**src/mode_reg_pkg.sv**
```systemverilog
// Purpose: constants for the working-mode register decoder
// Assumes: 16-bit data, 5-bit reconfiguration port address
// Notes:   field positions and codes of the working-mode word
package mode_reg_pkg;

  localparam int          DATA_W          = 16;
  localparam int          ADDR_W          = 5;
  localparam logic [4:0]  MODE_REG_ADDR   = 5'h01;
  localparam logic [15:0] MODE_REG_RESET  = 16'h0000;
  localparam logic [15:0] RESERVED_MASK   = 16'h0700;

  localparam int SEQ_HI_POS     = 15;
  localparam int SEQ_LO_POS     = 14;
  localparam int TRIGGER_POS    = 13;
  localparam int HIGH_RATE_POS  = 12;
  localparam int CLK_SRC_POS    = 11;
  localparam int SUPPLY_HI_POS  = 7;
  localparam int SUPPLY_LO_POS  = 6;
  localparam int CHAN_HI_POS    = 5;
  localparam int CHAN_LO_POS    = 2;
  localparam int POLARITY_POS   = 1;
  localparam int DIFF_POS       = 0;

  localparam int NUM_INPUTS     = 12;
  localparam int NUM_PAIRS      = 6;

  // conversion rate limits in kilo-samples per second
  localparam int RATE_SEQ_KSPS  = 500;
  localparam int RATE_HIGH_KSPS = 1000;

  typedef enum logic [3:0] {
    MODE_DEFAULT     = 4'b0001,
    MODE_SINGLE_PASS = 4'b0010,
    MODE_CONTINUOUS  = 4'b0100,
    MODE_SINGLE_CHAN = 4'b1000
  } seq_mode_e;

  typedef enum logic [2:0] {
    SUPPLY_3V3 = 3'b001,
    SUPPLY_1V1 = 3'b010,
    SUPPLY_MEM = 3'b100
  } supply_sel_e;

  typedef enum logic [2:0] {
    PAIR_SINGLE   = 3'b001,
    PAIR_UNIPOLAR = 3'b010,
    PAIR_BIPOLAR  = 3'b100
  } pairing_e;

endpackage

```
**src/mode_seq_decode.sv**
```systemverilog
// Purpose: decode sequencing, rate, trigger and clock-source fields
// Assumes: word is the stored working-mode value
// Notes:   purely combinational
`timescale 1ns/10ps
module mode_seq_decode (
  input  wire logic [15:0]             word,
  output mode_reg_pkg::seq_mode_e      seq_mode,
  output logic                         event_driven,
  output logic                         high_rate,
  output logic                         clk_from_port,
  output logic                         single_or_high,
  output logic [10:0]                  max_rate_ksps
);
  import mode_reg_pkg::*;

  always_comb begin
    case ({word[SEQ_HI_POS], word[SEQ_LO_POS]})  // see [RULE_03]
      2'h0:    seq_mode = MODE_DEFAULT;
      2'h1:    seq_mode = MODE_SINGLE_PASS;
      2'h2:    seq_mode = MODE_CONTINUOUS;
      default: seq_mode = MODE_SINGLE_CHAN;
    endcase
    event_driven   = word[TRIGGER_POS];                        // see [RULE_05]
    high_rate      = word[HIGH_RATE_POS];                      // see [RULE_06]
    clk_from_port  = word[CLK_SRC_POS];                        // see [RULE_07]
    single_or_high = high_rate | (seq_mode == MODE_SINGLE_CHAN);
    max_rate_ksps  = high_rate ? 11'(RATE_HIGH_KSPS) : 11'(RATE_SEQ_KSPS);  // see [RULE_04]
  end

endmodule

```
**src/mode_chan_decode.sv**
```systemverilog
// Purpose: decode supply monitor, channel index and pairing fields
// Assumes: word is the stored working-mode value
// Notes:   input selections are valid only when enable is high; supply and pairing always decode
`timescale 1ns/10ps
module mode_chan_decode #(
  parameter int NUM_IN = 12
) (
  input  wire logic [15:0]             word,
  input  wire logic                    enable,
  output mode_reg_pkg::supply_sel_e    supply_sel,
  output mode_reg_pkg::pairing_e       pairing,
  output logic [NUM_IN-1:0]            input_sel,
  output logic [NUM_IN-1:0]            input_neg,
  output logic                         chan_valid
);
  import mode_reg_pkg::*;

  // the pair grouping and the 4-bit index only cover the documented input count
  if (NUM_IN != NUM_INPUTS) begin : g_bad_count
    $error("input count must be %0d", NUM_INPUTS);
  end

  logic [3:0] idx;
  logic       diff;

  always_comb begin
    idx  = word[CHAN_HI_POS:CHAN_LO_POS];
    diff = word[DIFF_POS];
    if (!word[SUPPLY_HI_POS]) begin  // see [RULE_08]
      supply_sel = SUPPLY_3V3;
    end else if (!word[SUPPLY_LO_POS]) begin
      supply_sel = SUPPLY_1V1;
    end else begin
      supply_sel = SUPPLY_MEM;
    end
    if (!diff) begin  // see [RULE_10]
      pairing = PAIR_SINGLE;
    end else if (word[POLARITY_POS]) begin
      pairing = PAIR_BIPOLAR;
    end else begin
      pairing = PAIR_UNIPOLAR;
    end
    chan_valid = enable && (idx < 4'(NUM_IN));  // see [RULE_09] [RULE_13]
  end

  // one selector per analog input
  for (genvar i = 0; i < NUM_IN; i++) begin : g_in
    always_comb begin
      if (!chan_valid) begin
        input_sel[i] = 1'b0;
        input_neg[i] = 1'b0;
      end else if (!diff) begin
        input_sel[i] = (idx == 4'(i));  // see [RULE_11]
        input_neg[i] = 1'b0;
      end else begin
        input_sel[i] = (idx[3:1] == 3'(i / 2));  // see [RULE_12]
        // even member is the negative side in unipolar pairs
        input_neg[i] = !word[POLARITY_POS] && (idx[3:1] == 3'(i / 2)) && (i % 2 == 0);  // see [RULE_14]
      end
    end
  end

endmodule

```
**src/mode_reg_top.sv**
```systemverilog
// Purpose: working-mode register with reconfiguration port access and decode
// Assumes: port signals synchronous to core_clk; one access per enable pulse
// Notes:   reads answer one cycle after the enable with ready
//
// Notes on behaviour
// [RULE_01] mode register lives at address 01h and is writable any time
// [RULE_02] writers must put zeros in reserved bits 10 to 8
// [RULE_03] bits 15:14 pick default, single-pass, continuous or single-channel
// [RULE_04] every sequence setting runs at most 0.5 MSPS while bit 12 is low
// [RULE_05] bit 13 low is continuous sampling, high is event-driven
// [RULE_06] bit 12 high forces 1 MSPS, low follows sequence field
// [RULE_07] bit 11 picks internal oscillator or port clock as converter clock
// [RULE_08] bits 7:6 route 3.3 V, core 1.1 V or memory supply to channel 13
// [RULE_09] channel index bits 5:2 used only in single-channel or 1 MSPS mode
// [RULE_10] pairing bits choose single-ended, unipolar or bipolar pairs
// [RULE_11] single-ended index 0 to 11 selects that input
// [RULE_12] paired modes: index 2k and 2k+1 select pair k
// [RULE_13] index 12 to 15 selects nothing whatever the pairing
// [RULE_14] unipolar pair: even input negative, odd input positive
// [RULE_15] controller should pulse converter reset after changing registers
// [RULE_16] a read returns the last written word, reserved bits included
`timescale 1ns/10ps
module mode_reg_top #(
  parameter int NUM_IN = 12
) (
  input  wire logic                        core_clk,
  input  wire logic                        rst_n,
  input  wire logic                        port_en,
  input  wire logic                        port_we,
  input  wire logic [4:0]                  port_addr,
  input  wire logic [15:0]                 port_wdata,
  output logic [15:0]                      port_rdata,
  output logic                             port_ready,
  output logic                             mode_written,
  output mode_reg_pkg::seq_mode_e          seq_mode,
  output logic                             event_driven,
  output logic                             high_rate,
  output logic                             clk_from_port,
  output logic [10:0]                      max_rate_ksps,
  output mode_reg_pkg::supply_sel_e        supply_sel,
  output mode_reg_pkg::pairing_e           pairing,
  output logic [NUM_IN-1:0]                input_sel,
  output logic [NUM_IN-1:0]                input_neg,
  output logic                             chan_valid,
  output logic                             reserved_nonzero
);
  import mode_reg_pkg::*;

  // ==========================================================
  // state
  typedef struct packed {
    logic [15:0] mode;
    logic [15:0] rdata;
    logic        ready;
    logic        written;
  } state_s;

  state_s state_reg;
  state_s state_next;
  logic   hit;
  logic   single_or_high;

  // ==========================================================
  // port access
  always_comb begin
    state_next         = state_reg;
    state_next.ready   = 1'b0;
    state_next.written = 1'b0;
    hit                = (port_addr == MODE_REG_ADDR);
    if (port_en) begin
      state_next.ready = 1'b1;
      if (port_we && hit) begin
        state_next.mode    = port_wdata;  // see [RULE_01]
        state_next.written = 1'b1;
      end
      // unmapped reads return zero so stale data never leaks
      state_next.rdata = (!port_we && hit) ? state_reg.mode : 16'h0000;  // see [RULE_16]
    end
  end

  always_ff @(posedge core_clk) begin
    if (!rst_n) begin
      state_reg <= '{mode: MODE_REG_RESET, rdata: 16'h0000, ready: 1'b0, written: 1'b0};
    end else begin
      state_reg <= state_next;
    end
  end

  assign port_rdata   = state_reg.rdata;
  assign port_ready   = state_reg.ready;
  // pulse lets the controller apply the advised converter reset
  assign mode_written = state_reg.written;  // see [RULE_15]
  // flags a writer that broke the zero convention; value is still kept
  assign reserved_nonzero = |(state_reg.mode & RESERVED_MASK);  // see [RULE_02]

  // ==========================================================
  // decode
  mode_seq_decode u_seq (
    .word           (state_reg.mode),
    .seq_mode       (seq_mode),
    .event_driven   (event_driven),
    .high_rate      (high_rate),
    .clk_from_port  (clk_from_port),
    .single_or_high (single_or_high),
    .max_rate_ksps  (max_rate_ksps)
  );

  mode_chan_decode #(.NUM_IN(NUM_IN)) u_chan (
    .word       (state_reg.mode),
    .enable     (single_or_high),  // see [RULE_09]
    .supply_sel (supply_sel),
    .pairing    (pairing),
    .input_sel  (input_sel),
    .input_neg  (input_neg),
    .chan_valid (chan_valid)
  );

endmodule

```
**config.mk**
```make
export PLATFORM = sky130hd
export DESIGN_NAME = mode_reg_top
export DESIGN_NICKNAME = d
export VERILOG_FILES = /design/src/mode_reg_pkg.sv /design/src/mode_seq_decode.sv /design/src/mode_chan_decode.sv /design/src/mode_reg_top.sv
export SDC_FILE = /design/constraint.sdc
export NUM_CORES = 1
export LEC_CHECK = 0
export ABC_CLOCK_PERIOD_IN_PS = 2100
export BUFFER_PORTS_ARGS = -buffer_cell sky130_fd_sc_hd__buf_4
export CAP_MARGIN = 20
export CORE_MARGIN = 10
export CORE_UTILIZATION = 49
export CTS_CLUSTER_SIZE = 10
export DETAILED_ROUTE_END_ITERATION = 10
export PLACE_DENSITY = 0.85
export SETUP_SLACK_MARGIN = 0.3
export SLEW_MARGIN = 20
export SYNTH_ARGS = -nofsm -noshare
export SYNTH_HDL_FRONTEND = slang
export SYNTH_HIERARCHICAL = 1
export SYNTH_SLANG_ARGS = --single-unit
```
**constraint.sdc**
```tcl
create_clock -name core_clk -period 2.1 [get_ports core_clk]
set_input_delay 0.315 -clock core_clk [delete_from_list [all_inputs] [get_ports core_clk]]
set_output_delay 0.315 -clock core_clk [all_outputs]
set_load 0.02 [all_outputs]
```
==> results.toml, run 1 <==
[global_route]
antenna_found_initial = 0
grt_max_degree = 66
grt_usage_pct = 13.8
grt_pass1_vias = 1505
grt_overflow = 0
grt_pass1_wl_um = 7290

[worst_hold_path]
min_path_cells = 3
hold_class = "primary input to flop"
holdPathEnd = "state_reg[33]"
min_from = "port_wdata[15]"

[cells_and_area]
drive_above_1_share_pct = 36.2
synthToLayoutAreaGrowth_pct = 27.0
diodes = 0
final_nets = 306
fill_cells = 354

[floorplanning]
initial_core_util_pct = 50.8
coreArea_um2 = 3690
fp.dieW_um = 81.9
die_h_um = 81.9
rows = 22
die_area_um2 = 6700
io_pins = 93

[timing]
fin_setup_tns_ns = 0
fin_skew_ns = 0.00492
max_freq_mhz = 550
tightest_slew_ns = 0.590
finalMaxSlewViolations = 0
finalSetupViolCount = 0
period_share_pct = 86.6
hold_viol_final = 0
rsz0062_at_grt = "yes"
period_minus_slack_ns = 1.82
maxSlewHeadroom_pct = 60.7

[drt]
drtPass1Iterations = 4
wire_per_inst_um = 14.8
route.detailed.drc = 0
ant_nets = 0
drt_wl_total_um = 4880
drtIter0Drc = 163
via_per_inst = 4.86
vias = 1604

[logic_synthesis]
syn_area_um2 = 1880
synth.area.top_cells = "dfxtp_1, buf_4, mux2i_1"
synth_top_area_cell = "dfxtp_1"
syn_avg_cell_area_um2 = 8.23
synth-seq-cells = 34
synth_cells = 228
synth_cell_types = 27
ys_seq_area_share_pct = 36.3
yosysWarnings = 6
synth_top_area_share_pct = 36.3

[setup_path]
critPathArrivalTime_ns = 1.50
r2r-end = "port_rdata[14]"
reg2reg_depth = 4
worstPathRequired_ns = 1.78
worstReg2RegStart = "state_reg[32]"
timing.reg2reg.setup_slack_ns = 1.19
critPathMaxFanout = 3
path_class = "flop to output pin"
cp-end-kind = "output pin"
worstSetupStartpointType = "flop"

[clock_tree]
cts_tree = "done"
cts_inserted_buffers = 5
cts_sinks = 34
h-tree-depth = 2
postCtsHoldBufs = 0
root_buffer = "clkbuf_8"
clock_latency_ns = 0.28
clk_path_buf_depth = 2
clkTransAtPathRegs_ns = 0.07

[placement]
numPortBuffers = 79
dp.final_hpwl_um = 3630
place.gp.congestion = 0.770

[status]
status = "finished clean"

[power_and_ir_drop]
power_uw = 1240
ir_worst_vdd_mv = 0.395
power_density_nw_per_um2 = 521
leakagePower_uw = 0.00103

[job]
cap_violations = 0
## routing by layer
layer  track usage (%)  part of all wire, %  up-vias  routed length [µm]
met5                 0                    0        -                   0
met4              7.48                  2.5        0                 122
met3              5.79                  9.0       10                 441
met2              20.3                   46       55                2240
met1              16.7                   43      727                2080
li1                  -                    -      812                   -
## cells by family after synthesis
kind of cell / after synthesis / share of synthesized area, %
AOI/OAI and AO/OA: 18 / 5.07
and+or+nand+nor: 105 / 30.2
buffers and inverters: 52 / 19.3
other: 3 / 0.600
DFF: 34 / 36.3
muxes: 16 / 8.54
## through the flow
step	worst slack (ns)	instances	cell area (µm²)	util, %	hold slack (ns)
floorplan	0.420	238	1910	-	0.443
global placement	0.418	318	2230	60.4	0.463
detailed placement	0.342	318	2230	60.4	0.471
CTS	0.302	329	2360	63.9	0.274
global route	0.236	330	2380	64.6	0.282
finish	0.280	330	2380	64.6	0.280
## where the power goes
group	switching, µW	internal, µW
clock	221	264
combinational	65.3	44.0
sequential	1.75	645
## what timing repair did
item	4_1_cts	5_1_grt
pin swaps	1	0
resized for setup	7	5
endpoints found under the setup margin	3	3
setup buffers	3	1
## worst max-delay path, cell delays in order (launching register included)
cell and delay [ns]:
dfxtp_4 0.35, a21o_1 0.12, or4b_4 0.51, nor2_2 0.12
buf_6 0.13
## synth_stat cells (all sizes together)
| cell type | number |
|---|---|
| a21boi | 1 |
| a21o | 1 |
| and2 | 4 |
| and4 | 2 |
| buf | 41 |
| clkbuf | 7 |
| conb | 3 |
| dfxtp | 34 |
| inv | 4 |
| mux2i | 16 |
| nand2 | 32 |
| nand2b | 1 |
| nand3 | 16 |
| nand3b | 17 |
| nand4b | 2 |
| nand4bb | 3 |
| nor2 | 22 |
| nor2b | 3 |
| nor3b | 1 |
| o21ai | 16 |
| or3 | 1 |
| or4b | 1 |
## cell type report
type	count	area, µm²	share of cell area, %
Clock buffer	7	86.3	3.63
Clock inverter	1	5.00	0.210
Inverter	4	15.0	0.631
Multi-Input combinational cell	152	883	37.1
Sequential cell	34	689	29.0
Tap cell	48	60.1	2.52
Timing Repair Buffer	84	642	27.0
## cell usage in the layout, fill, tap and decap left out, types with 4 or more instances in the layout
| cell type | netlist | final |
|---|---|---|
| inv_1 | 4 | 4 |
| mux2i_1 | 16 | 16 |
| dfxtp_1 | 34 | 31 |
| nand2_1 | 32 | 32 |
| nand3_1 | 16 | 16 |
| clkbuf_8 | 0 | 6 |
| buf_4 | 35 | 81 |
| nand3b_1 | 17 | 17 |
| conb_1 | 3 | 13 |
| o21ai_0 | 16 | 16 |
| nor2_1 | 22 | 19 |
## how the worst max path moves through the flow
stage	end	start	cells past startpoint	slack [ns]
global placement	input_neg[0]	state_reg[33]	4	0.42
finish	input_sel[0]	state_reg[33]	4	0.28
detailed placement	input_neg[0]	state_reg[33]	4	0.34
floorplan	input_neg[0]	state_reg[33]	3	0.42
global route	input_sel[1]	state_reg[33]	4	0.24
CTS	input_sel[1]	state_reg[32]	4	0.30
(Power assumes the default switching activity.)
==> run 2: changes to the inputs <==
--- a/config.mk
+++ b/config.mk
@@ -6,13 +6,14 @@
 export NUM_CORES = 1
 export LEC_CHECK = 0
 export ABC_CLOCK_PERIOD_IN_PS = 2100
-export BUFFER_PORTS_ARGS = -buffer_cell sky130_fd_sc_hd__buf_4
+export BUFFER_PORTS_ARGS = -buffer_cell sky130_fd_sc_hd__buf_2
 export CAP_MARGIN = 20
 export CORE_MARGIN = 10
 export CORE_UTILIZATION = 49
 export CTS_CLUSTER_SIZE = 10
 export DETAILED_ROUTE_END_ITERATION = 10
 export PLACE_DENSITY = 0.85
+export REMOVE_ABC_BUFFERS = 1
 export SETUP_SLACK_MARGIN = 0.3
 export SLEW_MARGIN = 20
 export SYNTH_ARGS = -nofsm -noshare
==> constraint.sdc (replaced) <==
create_clock -name core_clk -period 2.1 [get_ports core_clk]
set_input_delay 0.315 -clock core_clk [delete_from_list [all_inputs] [get_ports core_clk]]
set_output_delay 0.315 -clock core_clk [all_outputs]
set_load 0.05 [all_outputs]
==> run 2 against run 1 <==
Effect of this change:
- sequential share of layout area up 0.63 points
- register-to-register slack better by 0.05 ns
- clock-buffer cell count stayed put
- core utilization is 1.2 points lower
- largest power group unchanged
- critical endpoint is now input_sel[1]
- critical path type unchanged
- worst setup slack got worse by 0.090 ns
- sequential power is essentially flat
- highest routed layer unchanged
==> results.toml, run 2 (synthesized netlist as in run 1, its figures left out) <==
[global_route]
grt_pass1_vias = 1605
grt_usage_pct = 13.3
grt_pass1_wl_um = 7340
grt_overflow = 0
antenna_found_initial = 0
grt_max_degree = 41

[clock_tree]
cts_sinks = 34
clock_latency_ns = 0.27
cts_inserted_buffers = 5
postCtsHoldBufs = 0
clk_path_buf_depth = 2
clkTransAtPathRegs_ns = 0.07
h-tree-depth = 2
root_buffer = "clkbuf_8"
cts_tree = "done"

[floorplanning]
coreArea_um2 = 3690
io_pins = 93
initial_core_util_pct = 50.8
die_area_um2 = 6700
rows = 22
die_h_um = 81.9
fp.dieW_um = 81.9

[cells_and_area]
multi_input_area_um2 = 928
final_nets = 307
finish.utilization_pct = 63.4
synthToLayoutAreaGrowth_pct = 24.7
final_common_cell = "buf_2"
fill_cells = 315
drive_above_1_share_pct = 37.5
register_area_um2 = 692
diodes = 0
layout.cells.most_common_list = "buf_2, nand2_1, dfxtp_1"

[power_and_ir_drop]
leakagePower_uw = 0.00102
ir_worst_vdd_mv = 0.455
power_density_nw_per_um2 = 541

[setup_path]
cp-end-kind = "output pin"
worstPathRequired_ns = 1.78
timing.reg2reg.setup_slack_ns = 1.24
worstSetupStartpointType = "flop"
path_class = "flop to output pin"
critPathMaxFanout = 9
critPathArrivalTime_ns = 1.59

[timing]
hold_viol_final = 0
maxSlewHeadroom_pct = 62.5
tightest_slew_ns = 0.561
rsz0062_at_grt = "yes"
period_minus_slack_ns = 1.91
finalSetupViolCount = 0
max_freq_mhz = 524
fin_skew_ns = 0.00390
period_share_pct = 90.9
finalMaxSlewViolations = 0
fin_setup_tns_ns = 0

[drt]
drtIter0Drc = 87
vias = 1646
ant_nets = 0
route.detailed.drc = 0
wire_per_inst_um = 14.7
drt_wl_total_um = 4880
via_per_inst = 4.97
drtPass1Iterations = 4

[placement]
numPortBuffers = 79
place.gp.congestion = 0.768
dp.final_hpwl_um = 3410

[status]
status = "finished clean"

[worst_hold_path]
hold_class = "primary input to flop"

[job]
cap_violations = 0
run 2: changes by cell type in the layout (fill, tap and decap cells not counted), moves of 3 or more:
cell      previous run  this run
clkbuf_4             0         3
buf_2                0        62
buf_8                0         3
buf_6                3         9
buf_4               81         7
run 2: critical path, cell delays in order (launching register included):
cell     delay, ns
dfxtp_1       0.42
or4b_4        0.62
nor2_4        0.13
buf_8         0.15
run 2: timing repair:
item | in CTS | in global routing
setup buffers | 3 | 1
pin swaps | 2 | 5
gates resized for setup | 18 | 39
setup endpoints to repair | 18 | 18
run 2: metal layers:
| layer | up-vias | global-route usage [%] | wire length [µm] |
|---|---|---|---|
| met5 | - | 0 | 0 |
| met4 | 0 | 3.06 | 27 |
| met3 | 6 | 5.46 | 466 |
| met2 | 58 | 23.2 | 2500 |
| met1 | 767 | 14.9 | 1890 |
| li1 | 815 | - | - |
run 2: final cells by class:
cell class	instances	area share, %
sequential	34	29.6
inverter	4	0.642
clock inverter	1	0.214
clock buffer	7	3.69
timing repair buffer	85	23.6
tap	48	2.57
multi-input combinational	152	39.7
run 2: where the power goes:
group | switching [µW] | internal [µW] | leakage [µW]
logic | 103 | 35.4 | 0.000695
clock network | 216 | 264 | 0.0000482
registers | 1.67 | 643 | 0.000276
total | 321 | 943 | 0.00102
run 2: path summary, 6_finish.rpt:
path | from | endpoint | depth (start not counted)
setup / recovery | state_reg[22] | input_sel[1] | 3
hold / removal | port_wdata[0] | state_reg[18] | 3
setup reg to reg | state_reg[22] | port_rdata[4] | 2
hold reg to reg | state_reg[26] | state_reg[26] | 2
run 2: through the flow:
stage               worst slack (ns)  instances  cell area, µm²  hold slack (ns)  total power [µW]
finish                         0.191        331            2340            0.280              1260
global route                   0.114        331            2340            0.287              1320
CTS                            0.221        330            2210            0.275              1270
detailed placement             0.262        319            2050            0.466               800
global placement               0.317        319            2050            0.458               797
floorplan                     -0.918        190            1570            0.443               742
